[config.mk]
export PLATFORM = sky130hd
export DESIGN_NAME = fps_sequencer
export DESIGN_NICKNAME = d
export VERILOG_FILES = /design/src/fps_pkg.sv /design/src/fps_osc_if.sv /design/src/fps_sync.sv /design/src/fps_hop_osc.sv /design/src/fps_sequencer.sv
export SDC_FILE = /design/constraint.sdc
export NUM_CORES = 1
export LEC_CHECK = 0
export ABC_CLOCK_PERIOD_IN_PS = 3680
export BUFFER_PORTS_ARGS = -buffer_cell sky130_fd_sc_hd__buf_2
export CORE_ASPECT_RATIO = 1.75
export CORE_UTILIZATION = 55
export DETAILED_ROUTE_END_ITERATION = 6
export PLACE_DENSITY = 0.84
export RECOVER_POWER = 100
export SYNTH_ARGS = -nofsm -noshare
export SYNTH_HDL_FRONTEND = slang
export SYNTH_SLANG_ARGS = --single-unit
export TNS_END_PERCENT = 1
[constraint.sdc]
create_clock -name i_sys_clk -period 3.68 [get_ports i_sys_clk]
set_clock_uncertainty 0.15 [all_clocks]
set_input_delay 0.184 -clock i_sys_clk [delete_from_list [all_inputs] [get_ports i_sys_clk]]
set_output_delay 0.184 -clock i_sys_clk [all_outputs]
set_load 0.02 [all_outputs]
[src/fps_pkg.sv]
package fps_pkg;
	// Clock and timing
	localparam int CLK_PERIOD_NS = 8;
	localparam int BLANK_NS = 150;
	localparam int BLANK_CYC = (BLANK_NS + CLK_PERIOD_NS - 1) / CLK_PERIOD_NS;
	localparam int BROWNOUT_MS = 30;
	localparam int BROWNOUT_CYC = BROWNOUT_MS * 1000000 / CLK_PERIOD_NS;
	localparam int BO_W = 22;
	localparam int BLANK_W = 5;
	// Aux over-voltage debounce default (cycles)
	localparam logic [7:0] AUX_DEB_DEF = 8'h04;
	// Oscillator
	localparam int OSC_W = 12;
	localparam logic [OSC_W-1:0] OSC_BASE = 12'h578;
	localparam int HOP_SHIFT = 3;
	localparam int HOP_BITS = 4;
	localparam logic [OSC_W-1:0] OFF_MIN = 12'h078;
	localparam int RAMP_W = 8;
	localparam int RAMP_LSB = 3;
	localparam logic [7:0] LFSR_SEED = 8'hA5;
	localparam logic [7:0] LFSR_TAPS = 8'hB8;
	// Synchronised input bit positions
	localparam int N_IN = 9;
	localparam int IN_VDD_ON = 0;
	localparam int IN_VDD_OFF = 1;
	localparam int IN_VDD_OVP = 2;
	localparam int IN_LINE_LOW = 3;
	localparam int IN_OTP = 4;
	localparam int IN_AUX_OVP = 5;
	localparam int IN_SD_LOW = 6;
	localparam int IN_CS_LIM = 7;
	localparam int IN_CS_PWM = 8;
	// Sequencer states
	typedef enum logic [2:0] {
		ST_STARTUP = 3'h0,
		ST_RUN = 3'h1,
		ST_AUTO_WAIT = 3'h2,
		ST_LATCH_DISCH = 3'h3,
		ST_LATCH_CHARGE = 3'h4
	} fps_state_t;
endpackage : fps_pkg

[src/fps_osc_if.sv]
`timescale 1ns/1ps
interface fps_osc_if;
	logic cycle_start;
	logic duty_end;
	logic [fps_pkg::RAMP_W-1:0] ramp;
	modport src (output cycle_start, output duty_end, output ramp);
	modport dst (input cycle_start, input duty_end, input ramp);
endinterface : fps_osc_if

[src/fps_sync.sv]
`timescale 1ns/1ps
module fps_sync (
	input wire logic i_sys_clk,
	input wire logic i_rstn,
	input wire logic [fps_pkg::N_IN-1:0] i_async,
	output logic [fps_pkg::N_IN-1:0] o_sync
);
	import fps_pkg::*;
	genvar g;
	generate
		for (g = 0; g < N_IN; g++) begin : g_bit
			logic s1_reg;
			logic s2_reg;
			logic s3_reg;
			logic filt_reg;
			// Three stages; value accepted once stages two and three agree
			always_ff @(posedge i_sys_clk or negedge i_rstn) begin
				if (!i_rstn) begin
					s1_reg <= 1'b0;
					s2_reg <= 1'b0;
					s3_reg <= 1'b0;
					filt_reg <= 1'b0;
				end else begin
					s1_reg <= i_async[g];
					s2_reg <= s1_reg;
					s3_reg <= s2_reg;
					if (s2_reg == s3_reg) begin
						filt_reg <= s3_reg;
					end
				end
			end
			assign o_sync[g] = filt_reg;
		end
	endgenerate
endmodule : fps_sync

[src/fps_hop_osc.sv]
`timescale 1ns/1ps
module fps_hop_osc (
	input wire logic i_sys_clk,
	input wire logic i_rstn,
	fps_osc_if.src osc
);
	import fps_pkg::*;
	logic [OSC_W-1:0] cnt_reg;
	logic [OSC_W-1:0] period_reg;
	logic [7:0] lfsr_reg;
	logic wrap;
	assign wrap = (cnt_reg == period_reg - 12'h001);
	// Period hops with a pseudo-random offset each cycle
	always_ff @(posedge i_sys_clk or negedge i_rstn) begin
		if (!i_rstn) begin
			cnt_reg <= '0;
			period_reg <= OSC_BASE;
			lfsr_reg <= LFSR_SEED;
		end else if (wrap) begin
			cnt_reg <= '0;
			lfsr_reg <= (lfsr_reg >> 1) ^ (lfsr_reg[0] ? LFSR_TAPS : 8'h00);
			period_reg <= OSC_BASE + (OSC_W'(lfsr_reg[HOP_BITS-1:0]) << HOP_SHIFT);
		end else begin
			cnt_reg <= cnt_reg + 12'h001;
		end
	end
	assign osc.cycle_start = (cnt_reg == '0);
	assign osc.duty_end = (cnt_reg == period_reg - OFF_MIN);
	// Rising ramp restarted at each cycle start
	assign osc.ramp = cnt_reg[RAMP_LSB +: RAMP_W];
endmodule : fps_hop_osc

[src/fps_sequencer.sv]
`timescale 1ns/1ps
module fps_sequencer #(
	parameter int BO_CYC = fps_pkg::BROWNOUT_CYC,
	parameter logic [7:0] AUX_DEB = fps_pkg::AUX_DEB_DEF
) (
	input wire logic i_sys_clk,
	input wire logic i_rstn,
	input wire logic i_vdd_on_cmp,
	input wire logic i_vdd_off_cmp,
	input wire logic i_vdd_ovp_cmp,
	input wire logic i_line_low_cmp,
	input wire logic i_otp_cmp,
	input wire logic i_aux_ovp_cmp,
	input wire logic i_sd_low_cmp,
	input wire logic i_cs_lim_cmp,
	input wire logic i_cs_pwm_cmp,
	output logic o_gate_en,
	output logic o_hv_start_en,
	output logic o_turn_on_blanking,
	output logic [fps_pkg::RAMP_W-1:0] o_slope_ramp,
	output logic o_fault_auto,
	output logic o_fault_latched,
	output fps_pkg::fps_state_t o_state
);
	import fps_pkg::*;

	logic [N_IN-1:0] raw_in;
	logic [N_IN-1:0] syn;
	fps_state_t state_reg;
	fps_state_t state_next;
	logic gate_reg;
	logic gate_next;
	logic hv_reg;
	logic [RAMP_W-1:0] ramp_reg;
	logic [BLANK_W-1:0] blank_cnt_reg;
	logic blank_on;
	logic blank_reg;
	logic [BO_W-1:0] bo_cnt_reg;
	logic [7:0] aux_cnt_reg;
	logic auto_reg;
	logic latch_reg;
	logic vdd_on;
	logic vdd_off;
	logic cs_lim;
	logic cs_pwm;
	logic bo_trip;
	logic aux_trip;
	logic auto_src;
	logic latch_src;
	logic fault_any;
	logic run_now;

	fps_osc_if osc_bus ();

	// Comparator inputs into the clock domain
	assign raw_in = {i_cs_pwm_cmp, i_cs_lim_cmp, i_sd_low_cmp, i_aux_ovp_cmp, i_otp_cmp,
		i_line_low_cmp, i_vdd_ovp_cmp, i_vdd_off_cmp, i_vdd_on_cmp};

	fps_sync u_sync (
		.i_sys_clk(i_sys_clk),
		.i_rstn(i_rstn),
		.i_async(raw_in),
		.o_sync(syn)
	);

	fps_hop_osc u_osc (
		.i_sys_clk(i_sys_clk),
		.i_rstn(i_rstn),
		.osc(osc_bus.src)
	);

	assign vdd_on = syn[IN_VDD_ON];
	assign vdd_off = syn[IN_VDD_OFF];
	assign cs_lim = syn[IN_CS_LIM];
	assign cs_pwm = syn[IN_CS_PWM];
	assign run_now = (state_reg == ST_RUN);
	assign blank_on = (blank_cnt_reg != '0);

	// Fault sources
	assign bo_trip = run_now && (bo_cnt_reg == BO_W'(BO_CYC - 1)) &&
		!(gate_reg && !syn[IN_LINE_LOW]);
	assign aux_trip = run_now && osc_bus.cycle_start && syn[IN_AUX_OVP] &&
		(aux_cnt_reg == AUX_DEB);
	assign auto_src = run_now && (syn[IN_VDD_OVP] || bo_trip);
	assign latch_src = syn[IN_OTP] || syn[IN_SD_LOW] || aux_trip;
	assign fault_any = auto_src || latch_src || auto_reg || latch_reg;

	// Sequencer over the supply thresholds
	always_comb begin
		state_next = state_reg;
		unique case (state_reg)
			ST_STARTUP: begin
				if (latch_src || latch_reg) begin
					state_next = ST_LATCH_CHARGE;
				end else if (vdd_on) begin
					state_next = ST_RUN;
				end
			end
			ST_RUN: begin
				if (latch_src) begin
					state_next = ST_LATCH_DISCH;
				end else if (auto_src) begin
					state_next = ST_AUTO_WAIT;
				end else if (vdd_off) begin
					state_next = ST_STARTUP;
				end
			end
			ST_AUTO_WAIT: begin
				if (latch_src) begin
					state_next = ST_LATCH_DISCH;
				end else if (vdd_off) begin
					state_next = ST_STARTUP;
				end
			end
			ST_LATCH_DISCH: begin
				if (vdd_off) begin
					state_next = ST_LATCH_CHARGE;
				end
			end
			ST_LATCH_CHARGE: begin
				if (vdd_on) begin
					state_next = ST_LATCH_DISCH;
				end
			end
			default: begin
				state_next = ST_STARTUP;
			end
		endcase
	end

	always_ff @(posedge i_sys_clk or negedge i_rstn) begin
		if (!i_rstn) begin
			state_reg <= ST_STARTUP;
		end else begin
			state_reg <= state_next;
		end
	end

	// Startup source follows the charging states
	always_ff @(posedge i_sys_clk or negedge i_rstn) begin
		if (!i_rstn) begin
			hv_reg <= 1'b1;
		end else begin
			hv_reg <= (state_next == ST_STARTUP) || (state_next == ST_LATCH_CHARGE);
		end
	end

	// Auto-restart flag; cleared at the turn-off threshold
	always_ff @(posedge i_sys_clk or negedge i_rstn) begin
		if (!i_rstn) begin
			auto_reg <= 1'b0;
		end else if (auto_src) begin
			auto_reg <= 1'b1;
		end else if (state_reg == ST_AUTO_WAIT && vdd_off) begin
			auto_reg <= 1'b0;
		end
	end

	// Latched flag; only the deep reset clears it
	always_ff @(posedge i_sys_clk or negedge i_rstn) begin
		if (!i_rstn) begin
			latch_reg <= 1'b0;
		end else if (latch_src) begin
			latch_reg <= 1'b1;
		end
	end

	// Brownout timer: cleared by any good on-time line sample
	always_ff @(posedge i_sys_clk or negedge i_rstn) begin
		if (!i_rstn) begin
			bo_cnt_reg <= '0;
		end else if (!run_now || (gate_reg && !syn[IN_LINE_LOW]) || bo_trip) begin
			bo_cnt_reg <= '0;
		end else begin
			bo_cnt_reg <= bo_cnt_reg + BO_W'(1);
		end
	end

	// Aux over-voltage debounce per switching cycle
	always_ff @(posedge i_sys_clk or negedge i_rstn) begin
		if (!i_rstn) begin
			aux_cnt_reg <= '0;
		end else if (!run_now) begin
			aux_cnt_reg <= '0;
		end else if (osc_bus.cycle_start) begin
			if (!syn[IN_AUX_OVP]) begin
				aux_cnt_reg <= '0;
			end else if (aux_cnt_reg != AUX_DEB) begin
				aux_cnt_reg <= aux_cnt_reg + 8'h01;
			end
		end
	end

	// Gate drive per switching cycle
	always_comb begin
		gate_next = gate_reg;
		if (fault_any || state_next != ST_RUN) begin
			gate_next = 1'b0;
		end else if (osc_bus.cycle_start) begin
			gate_next = 1'b1;
		end else if (osc_bus.duty_end) begin
			gate_next = 1'b0;
		end else if (!blank_on && (cs_lim || cs_pwm)) begin
			gate_next = 1'b0;
		end
	end

	always_ff @(posedge i_sys_clk or negedge i_rstn) begin
		if (!i_rstn) begin
			gate_reg <= 1'b0;
		end else begin
			gate_reg <= gate_next;
		end
	end

	// Blanking window loaded at every turn-on
	always_ff @(posedge i_sys_clk or negedge i_rstn) begin
		if (!i_rstn) begin
			blank_cnt_reg <= '0;
			blank_reg <= 1'b0;
		end else if (gate_next && !gate_reg) begin
			blank_cnt_reg <= BLANK_W'(BLANK_CYC);
			blank_reg <= 1'b1;
		end else if (blank_on) begin
			blank_cnt_reg <= blank_cnt_reg - BLANK_W'(1);
			blank_reg <= (blank_cnt_reg != BLANK_W'(1));
		end
	end

	// Ramp sent to the sense summing node
	always_ff @(posedge i_sys_clk or negedge i_rstn) begin
		if (!i_rstn) begin
			ramp_reg <= '0;
		end else begin
			ramp_reg <= osc_bus.ramp;
		end
	end

	// Output flops
	assign o_gate_en = gate_reg;
	assign o_hv_start_en = hv_reg;
	assign o_turn_on_blanking = blank_reg;
	assign o_slope_ramp = ramp_reg;
	assign o_fault_auto = auto_reg;
	assign o_fault_latched = latch_reg;
	assign o_state = state_reg;

	// Checks
	localparam int A_BLANK_LAST = BLANK_CYC - 1;
endmodule : fps_sequencer

==> metrics.csv, run 1 <==
metric,value,unit
ir_drop,0.000310,V
synth_enable_flop_cells,0,
synth_seq_area_share,55.3,%
route.detailed.drc,0,
fp.dieW,74.7,um
violations,"max-capacitance violations, max-slew violations",
vias,3566,
synth_top_area_cell,dfrtp_1,
multi_input_area,2070,um2
synthTopCellsByArea,"dfrtp_1 51%, xor2_1 5.3%, dfstp_2 4.6%",
worstSetupEndpointType,flip-flop,
clk_pin_slew,0.07,ns
p_sw_share,28.3,%
met1_usage,26.8,%
start_kind,flip-flop,
grt_pass1_vias,3676,
synth_async_sr_flop_share,100,%
wl_per_cell,16.8,um
busiest_layer,met2,
syn_area_per_cell,11.2,um2
synth_cells,455,
ys_seq_elements,112,
grt_setup_unrepaired,false,
path_common_cell,mux2_2,
drv_cap,1,
timing.final.crit_share,87.1,%
outcome,"complete, but fails checks",
cts_setup_buffers,0,
combPwrFrac,12.3,%
dp.cells,585,
fin_crit,3.20,ns
whs,0.198,ns
worstSetupPathType,flip-flop to flip-flop,
fin_cells,611,
path_cells,"inv_1, ha_1, mux2_2, a211o_1, a2111oi_4, mux2_2",
p_sw,0.769,mW
synth.cell_area,5090,um2
p_leak,2.39,nW
clock_path_buffers,2,
postRouteAntennaNets,0,
slowest_delay,0.79,ns
largest_register_ffs,22,
drtIter0Drc,317,
fillers,705,
wirelength,10300,um
area_delta_synth_final,10.7,%
pin_count,27,
grt_util_met3,4.51,%
met2_usage,41.8,%
power_frac_clock,37.0,%
yosysWarnings,0,
synth.most_common_cell,dfrtp_1,
worstPathArrival,3.29,ns
antenna_found_initial,0,
grt-ovfl-total,0,
viasPerCell,5.84,
holdCritPathClass,flip-flop to flip-flop,
htree_levels,3,
yosysUniqueCellTypes,58,
rows,46,
setup_violations,0,
synth_top_cells_by_count,"103 x dfrtp_1, 51 x nor2_1, 33 x nand2_1, 31 x xor2_1, 21 x nand3_1",
relSlewSlack,-8.15,%
initial_utilization,56.3,%
die_area,9650,um2
ctsRootBufferMaster,clkbuf_16,
cts_tree,yes,
portBuffers,26,
hold_viol_final,0,
grt_usage,23.9,%
clock-sinks,112,
cts_made_buffers,9,
crit_fanout,13,
diodes,0,
grt_pass1_wl,17300,um
internal_power,1.95,mW
grt_start_max_net_pins,70,
ys.flop_type,dfrtp_1,
setup-tns-final,0,ns
fmax,0.312,GHz
ff_latch_area,2810,um2
clock_latency,0.36,ns
synth_fp_nets,476,
p_seq_share,50.7,%
critPathSlowestCell,a2111oi_4,
drt-pass1-iter-count,5,
power_density,483,nW/um2
dp_hpwl,6930,um
required,3.77,ns
nets,507,
finalMaxSlewViolations,70,
placeableCoreArea,9040,um2
synth_top_cell_area_share,50.7,%
setup_ws,0.475,ns
worstMarginPinSlew,1.62,ns
die_h,129,um
gp_congestion,0.848,
dp_slack,0.587,ns
layout-drive-gt1-share,9.98,%
==> logic make-up (layout without fill, tap and decap cells) <==
kind of cell	after synthesis	count (layout)	share of synthesized area [%]
flip-flops	112	112	55.3
multiplexers	15	15	3.22
XOR/XNOR	47	47	8.09
AO/OA/AOI/OAI	55	55	8.26
buffers and inverters	35	71	3.30
adder cells (fa/ha/maj)	19	19	4.23
AND/OR/NAND/NOR	172	172	17.6
==> final timing paths <==
check / slack [ns] / from / end / cells after the start
min in group asynchronous: 0.61 / i_rstn / aux_cnt_reg[6] / 2
worst max-delay path: 0.48 / u_osc.period_reg[3] / u_osc.lfsr_reg[1] / 6
worst max register to register: 0.48 / u_osc.period_reg[3] / u_osc.lfsr_reg[1] / 6
worst min register to register: 0.20 / u_sync.g_bit[8].s1_reg / u_sync.g_bit[8].s2_reg / 0
worst min-delay path: 0.20 / u_sync.g_bit[8].s1_reg / u_sync.g_bit[8].s2_reg / 0
max in group asynchronous: 0.96 / i_rstn / u_osc.lfsr_reg[6] / 3
==> power by group through the flow <==
stage	Combinational [mW]	Clock (mW)	Sequential, mW
after global routing	0.370	1.06	1.39
after detailed placement	0.350	0	1.40
final	0.335	1.00	1.38
after global placement	0.338	0	1.39
after floorplan	0.264	0	1.38
after CTS	0.361	1.02	1.38
==> metal layers <==
| metal | up-vias | part of all wire, % |
|---|---|---|
| li1 | 1643 | - |
| met1 | 1779 | 38 |
| met2 | 106 | 55 |
| met3 | 38 | 3.4 |
| met4 | 0 | 3.7 |
| met5 | - | 0 |
==> critical path: cells and delay by family, from the launching register on <==
family                     cells  cell delay (ns)
AOI/OAI and AO/OA              2             1.12
DFF                            1             0.73
adders and majority gates      1             0.27
buffers and inverters          1             0.12
muxes                          2             0.69
==> timing repair <==
action | in CTS | in global routing
endpoints found under the hold margin | 75 | 0
hold buffers | 10 | 0
resized for setup | 0 | 0
==> stage by stage <==
stage / cell area, um2 / power (mW) / utilization, %
6_report: 5630 / 2.72 / 62.3
5_1_grt: 5630 / 2.82 / 62.3
4_1_cts: 5700 / 2.75 / 63.1
3_5_place_dp: 5290 / 1.75 / 58.5
3_3_place_gp: 5290 / 1.73 / 58.5
2_1_floorplan: 5090 / 1.65 / -
==> layout make-up <==
type	instances	share of cell area (%)
tap	120	2.67
multi-input combinational	308	36.8
clock buffer	9	4.00
timing repair buffer	40	4.07
inverter	15	1.00
clock inverter	7	1.49
sequential	112	50.0
==> layout by cell type, fill, tap and decap left out, drive strengths merged, types with 2 or more instances in the layout <==
cell,count
dfrtp,103
nor2,51
nand2,33
xor2,31
clkbuf,29
nand3,21
o21ai,20
inv,19
xnor2,16
nand4,13
mux2,11
ha,10
dlygate4sd3,10
buf,10
maj3,9
nor3,9
dfstp,9
nor4,7
and3,7
a21oi,6
and4,5
nor2b,4
o31ai,4
o21a,4
and2,4
mux2i,4
nor4b,3
o211ai,3
nand2b,3
a2111oi,3
nor4bb,2
nand3b,2
a41oi,2
o2111ai,2
or3b,2
or2,2
Note: power is estimated with default switching activity, not from simulation.
==> run 2, diff against run 1 <==
--- a/config.mk
+++ b/config.mk
@@ -7,10 +7,13 @@
 export LEC_CHECK = 0
 export ABC_CLOCK_PERIOD_IN_PS = 3680
 export BUFFER_PORTS_ARGS = -buffer_cell sky130_fd_sc_hd__buf_2
+export CELL_PAD_IN_SITES_DETAIL_PLACEMENT = 1
+export CELL_PAD_IN_SITES_GLOBAL_PLACEMENT = 2
 export CORE_ASPECT_RATIO = 1.75
-export CORE_UTILIZATION = 55
+export CORE_UTILIZATION = 41
 export DETAILED_ROUTE_END_ITERATION = 6
-export PLACE_DENSITY = 0.84
+export GPL_ROUTABILITY_DRIVEN = 0
+export PLACE_DENSITY = 0.9
 export RECOVER_POWER = 100
 export SYNTH_ARGS = -nofsm -noshare
 export SYNTH_HDL_FRONTEND = slang
==> metrics.csv, run 2 (synthesis results as in run 1) <==
metric,value,unit,change
outcome,"complete, but fails checks",,
multi_input_area,2080,um2,+0.24%
pin_count,27,,unchanged
r2r-start,u_osc.period_reg[3],,
finalMaxSlewViolations,83,,+19%
crit_fanout,11,,-2
path_common_cell,mux2_2,,
utilization,47.2,%,-15 points
clock-sinks,112,,unchanged
fillers,1358,,+93%
ir_drop,0.000232,V,-25%
dp.cells,630,,+7.7%
route.detailed.drc,0,,unchanged
reg2reg_to,u_osc.lfsr_reg[3],,
required,3.76,ns,about the same
wl_per_cell,16.8,um,+0.24%
violations,"max-capacitance violations, max-slew violations",,
power_density,481,nW/um2,-0.31%
placeableCoreArea,12100,um2,+34%
fin_crit,3.23,ns,+0.0253 ns
cts_tree,yes,,
die_h,149,um,+16%
drv_cap,1,,unchanged
whs,0.202,ns,+0.00392 ns
hold_viol_final,0,,unchanged
worstMarginPinSlew,2.02,ns,+0.401 ns
fin_cells,656,,+7.4%
setup-tns-final,0,ns,unchanged
p_leak,2.39,nW,about the same
grt_pass1_wl,18900,um,+9.4%
critPathSlowestCell,dfstp_1,,
holdCritPathClass,flip-flop to flip-flop,,
final_cell_mix,"103 x dfrtp_1, 51 x nor2_1, 33 x nand2_1, 31 x xor2_1, 21 x nand3_1",,
crit_family,compound AO/OA/AOI/OAI gates,,
final_common_cell,dfrtp_1,,
layout-drive-gt1-share,9.57,%,-0.41 points
largest_register_ffs,22,,unchanged
timing.final.crit_share,87.8,%,+0.69 points
cts_made_buffers,9,,unchanged
nets,507,,unchanged
path_cells,"inv_1, ha_1, mux2_2, a211o_1, a2111oi_4, buf_4, mux2_2",,
area_delta_synth_final,11.9,%,
slowest_delay,0.75,ns,-0.04 ns
met2_usage,35.6,%,-6.2 points
viasPerCell,5.32,,-8.8%
ff_latch_area,2810,um2,unchanged
hold_depth,0,,unchanged
grt_setup_unrepaired,false,,
initial_utilization,42.2,%,-14 points
worstPathArrival,3.31,ns,+0.02 ns
hp-start,u_sync.g_bit[7].s1_reg,,
clock_path_buffers,2,,unchanged
grt_util_met3,3.65,%,-0.86 points
grt_start_max_net_pins,83,,+19%
clock_latency,0.35,ns,about the same
min_to,u_sync.g_bit[7].s2_reg,,
diodes,0,,unchanged
worstSetupPathType,flip-flop to flip-flop,,
met1_usage,20.4,%,-6.4 points
clk_pin_slew,0.07,ns,about the same
setup_violations,0,,unchanged
ff2ff_path_depth,7,,+1
relSlewSlack,-34.9,%,-27 points
drtIter0Drc,72,,-77%
vias,3491,,-2.1%
report.power.total,2.74,mW,+0.78%
path_buf_inv,2,,+1
ctsRootBufferMaster,clkbuf_16,,
htree_levels,3,,unchanged
postRouteAntennaNets,0,,unchanged
cts-resized-gates,0,,unchanged
busiest_layer,met2,,
rows,53,,+15%
wirelength,11000,um,+7.6%
antenna_found_initial,0,,unchanged
grt_usage,18.9,%,-5.0 points
die_area,12900,um2,+33%
fmax,0.310,GHz,-0.78%
worst-r2r-setup-slack,0.45,ns,-0.03 ns
dp_hpwl,7700,um,+11%
grt_pass1_vias,3888,,+5.8%
portBuffers,26,,unchanged
fp.dieW,86.2,um,+15%
grt-ovfl-total,0,,unchanged
worstSetupEndpointType,flip-flop,,
drt-pass1-iter-count,4,,-1
start_kind,flip-flop,,
-- run 2: worst reg2reg max path: cells and delay by family (launching register included) --
family | cells | cell delay, ns
compound gates | 2 | 0.89
fa+ha+maj | 1 | 0.27
buf+inv | 2 | 0.41
flops | 1 | 0.75
mux | 2 | 0.64
-- run 2: repair_timing --
item / 4_1_cts / 5_1_grt
setup buffers: 0 / 0
hold buffers: 10 / 0
hold endpoints to repair: 88 / 0
-- run 2: through the flow --
stage | setup slack, ns | area [um2]
2_1_floorplan | 0.817 | 5090
3_3_place_gp | 0.711 | 5350
3_5_place_dp | 0.587 | 5350
4_1_cts | 0.569 | 5750
5_1_grt | 0.294 | 5690
6_report | 0.450 | 5690
-- run 2: final cells by class --
class | instances | area share [%]
clock buffer | 11 | 4.26
clock inverter | 5 | 1.16
inverter | 15 | 0.989
multi-input combinational | 308 | 36.5
sequential | 112 | 49.4
tap | 165 | 3.63
timing repair buffer | 40 | 4.02
-- run 2: worst max-delay path by stage --
stage	startpoint	to	cells after the start	slack (ns)
global route	u_osc.period_reg[3]	u_osc.lfsr_reg[3]	7	0.29
finish	u_osc.period_reg[3]	u_osc.lfsr_reg[3]	7	0.45
detailed placement	u_osc.period_reg[3]	u_osc.lfsr_reg[3]	7	0.59
floorplan	u_osc.period_reg[4]	u_osc.lfsr_reg[4]	8	0.82
CTS	u_osc.period_reg[3]	u_osc.lfsr_reg[3]	7	0.57
global placement	u_osc.period_reg[3]	u_osc.lfsr_reg[1]	7	0.71
-- run 2: report_power, final --
| group | leakage, nW | switching (mW) | internal, mW |
|---|---|---|---|
| clock network | 0.148 | 0.453 | 0.554 |
| registers | 1.41 | 0.0868 | 1.29 |
| logic | 0.834 | 0.230 | 0.121 |
| total | 2.39 | 0.770 | 1.97 |
-- run 2: per-layer routing --
metal  vias up  share of wire, %
li1       1647                 -
met1      1790                39
met2        37                57
met3        17               2.2
met4         0               1.9
met5         -                 0
==> run 3, diff against run 2 <==
--- a/config.mk
+++ b/config.mk
@@ -5,7 +5,7 @@
 export SDC_FILE = /design/constraint.sdc
 export NUM_CORES = 1
 export LEC_CHECK = 0
-export ABC_CLOCK_PERIOD_IN_PS = 3680
+export ABC_CLOCK_PERIOD_IN_PS = 3700
 export BUFFER_PORTS_ARGS = -buffer_cell sky130_fd_sc_hd__buf_2
 export CELL_PAD_IN_SITES_DETAIL_PLACEMENT = 1
 export CELL_PAD_IN_SITES_GLOBAL_PLACEMENT = 2
==> constraint.sdc (replaced) <==
create_clock -name i_sys_clk -period 3.7 [get_ports i_sys_clk]
set_clock_uncertainty 0.15 [all_clocks]
set_input_delay 0.185 -clock i_sys_clk [delete_from_list [all_inputs] [get_ports i_sys_clk]]
set_output_delay 0.185 -clock i_sys_clk [all_outputs]
set_load 0.02 [all_outputs]
==> metrics.csv, run 3 (synthesis results as in run 1) <==
metric,value,unit,change
outcome,"complete, but fails checks",,
violations,"max-capacitance violations, max-slew violations",,
setup-tns-final,0,ns,unchanged
initial_utilization,42.2,%,unchanged
pin_count,27,,unchanged
grt_start_max_net_pins,83,,unchanged
p_seq_share,51.5,%,+1.1 points
final_common_cell,dfrtp_1,,
utilization,47.1,%,-0.093 points
dpl_cell_area,5350,um2,unchanged
crit_fanout,11,,unchanged
rows,53,,unchanged
combPwrFrac,13.2,%,+0.4 points
worstSetupPathType,flip-flop to flip-flop,,
fin_area,5680,um2,-0.20%
vias,3457,,-0.97%
grt_setup_unrepaired,false,,
whs,0.200,ns,-0.00156 ns
power_density,469,nW/um2,-2.6%
clock-sinks,112,,unchanged
final_cell_mix,"103 x dfrtp_1, 51 x nor2_1, 33 x nand2_1, 31 x xor2_1, 21 x nand3_1",,
htree_levels,3,,unchanged
worstSetupEndpointType,flip-flop,,
start_kind,flip-flop,,
viasPerCell,5.27,,-0.97%
wirelength,10500,um,-5.1%
placeableCoreArea,12100,um2,unchanged
power_frac_clock,35.3,%,-1.5 points
grt_pass1_wl,18000,um,-4.9%
wl_per_cell,16.0,um,-5.1%
die_area,12900,um2,unchanged
ctsRootBufferMaster,clkbuf_16,,
grt-ovfl-total,0,,unchanged
cts_tree,yes,,
clock_path_buffers,2,,unchanged
drv_cap,1,,unchanged
drt-pass1-iter-count,4,,unchanged
dp_hpwl,7510,um,-2.5%
layout-drive-gt1-share,9.98,%,+0.41 points
fillers,1369,,+0.81%
postRouteAntennaNets,0,,unchanged
internal_power,1.91,mW,-3.2%
area_delta_synth_final,11.7,%,
antenna_found_initial,0,,unchanged
report.power.total,2.66,mW,-2.8%
fmax,0.315,GHz,+1.8%
p_sw_share,28.4,%,+0.30 points
largest_register_ffs,22,,unchanged
grt_pass1_vias,3801,,-2.2%
cts_made_buffers,9,,unchanged
fp.dieW,86.2,um,unchanged
p_sw,0.756,mW,-1.8%
portBuffers,26,,unchanged
diodes,0,,unchanged
die_h,149,um,unchanged
worstPathArrival,3.25,ns,-0.06 ns
relSlewSlack,-33.5,%,+1.4 points
clock_latency,0.35,ns,about the same
drtIter0Drc,114,,+58%
ir_drop,0.000237,V,+2.3%
p_leak,2.39,nW,-0.22%
grt_usage,18.0,%,-0.96 points
required,3.78,ns,+0.02 ns
hold_viol_final,0,,unchanged
worst-r2r-setup-slack,0.53,ns,+0.08 ns
finalMaxSlewViolations,83,,unchanged
nets,507,,unchanged
worstMarginPinSlew,2.00,ns,-0.0216 ns
route.detailed.drc,0,,unchanged
timing.final.crit_share,85.8,%,-2.0 points
fin_crit,3.17,ns,-0.0556 ns
setup_violations,0,,unchanged
holdCritPathClass,flip-flop to flip-flop,,
clk_pin_slew,0.07,ns,about the same
==> run 3: cell count changes in the layout (fill, tap and decap cells not counted), sizes merged <==
cell,previous run,this run
bufinv,1,0
inv,16,17
==> run 3: final timing paths <==
check	cells past startpoint	startpoint	to
min	0	u_sync.g_bit[5].s1_reg	u_sync.g_bit[5].s2_reg
max	7	u_osc.period_reg[3]	u_osc.lfsr_reg[6]
min reg2reg	0	u_sync.g_bit[5].s1_reg	u_sync.g_bit[5].s2_reg
max reg2reg	7	u_osc.period_reg[3]	u_osc.lfsr_reg[6]
max in group asynchronous	3	i_rstn	blank_cnt_reg[2]
min in group asynchronous	2	i_rstn	bo_cnt_reg[18]
==> run 3: area by class of cell <==
type	count	area (um2)	share of cell area (%)
multi-input cells	308	2080	36.7
flip-flops and latches	112	2810	49.5
repair buffers	40	229	4.03
clock buffers	11	253	4.45
inverters	15	56.3	0.991
clock inverters	5	38.8	0.683
well taps	165	206	3.63
==> run 3: through the flow <==
| step | setup slack (ns) | instances |
|---|---|---|
| after floorplan | 0.837 | 455 |
| after global placement | 0.731 | 630 |
| after detailed placement | 0.641 | 630 |
| after CTS | 0.628 | 656 |
| after global routing | 0.369 | 656 |
| final | 0.526 | 656 |
==> run 3: per-layer routing <==
layer | GRT usage [%] | routed length, um | up-vias
li1 | - | - | 1645
met1 | 19.7 | 4170 | 1767
met2 | 34.0 | 5950 | 29
met3 | 2.82 | 167 | 16
met4 | 6.92 | 190 | 0
met5 | 0 | 0 | -
==> run 3: repair_timing <==
action / in CTS / in global routing
endpoints found under the setup margin: 0 / 0
buffers inserted: 0 / 0
gates resized for setup: 0 / 0
endpoints found under the hold margin: 80 / 0
hold buffers: 10 / 0
==> run 3: critical path, stage by stage, from the launching register on <==
cell and delay, ns:
dfstp_1 0.75, inv_1 0.12, ha_1 0.26, mux2_2 0.27
a211o_1 0.32, a2111oi_4 0.55, buf_4 0.29, mux2_1 0.34
==> run 3: power by group through the flow <==
stage	logic [mW]	registers (mW)	clock network, mW
floorplan	0.263	1.38	0
CTS	0.372	1.37	0.971
global placement	0.349	1.39	0
detailed placement	0.360	1.40	0
finish	0.351	1.37	0.941
global route	0.389	1.38	1.01
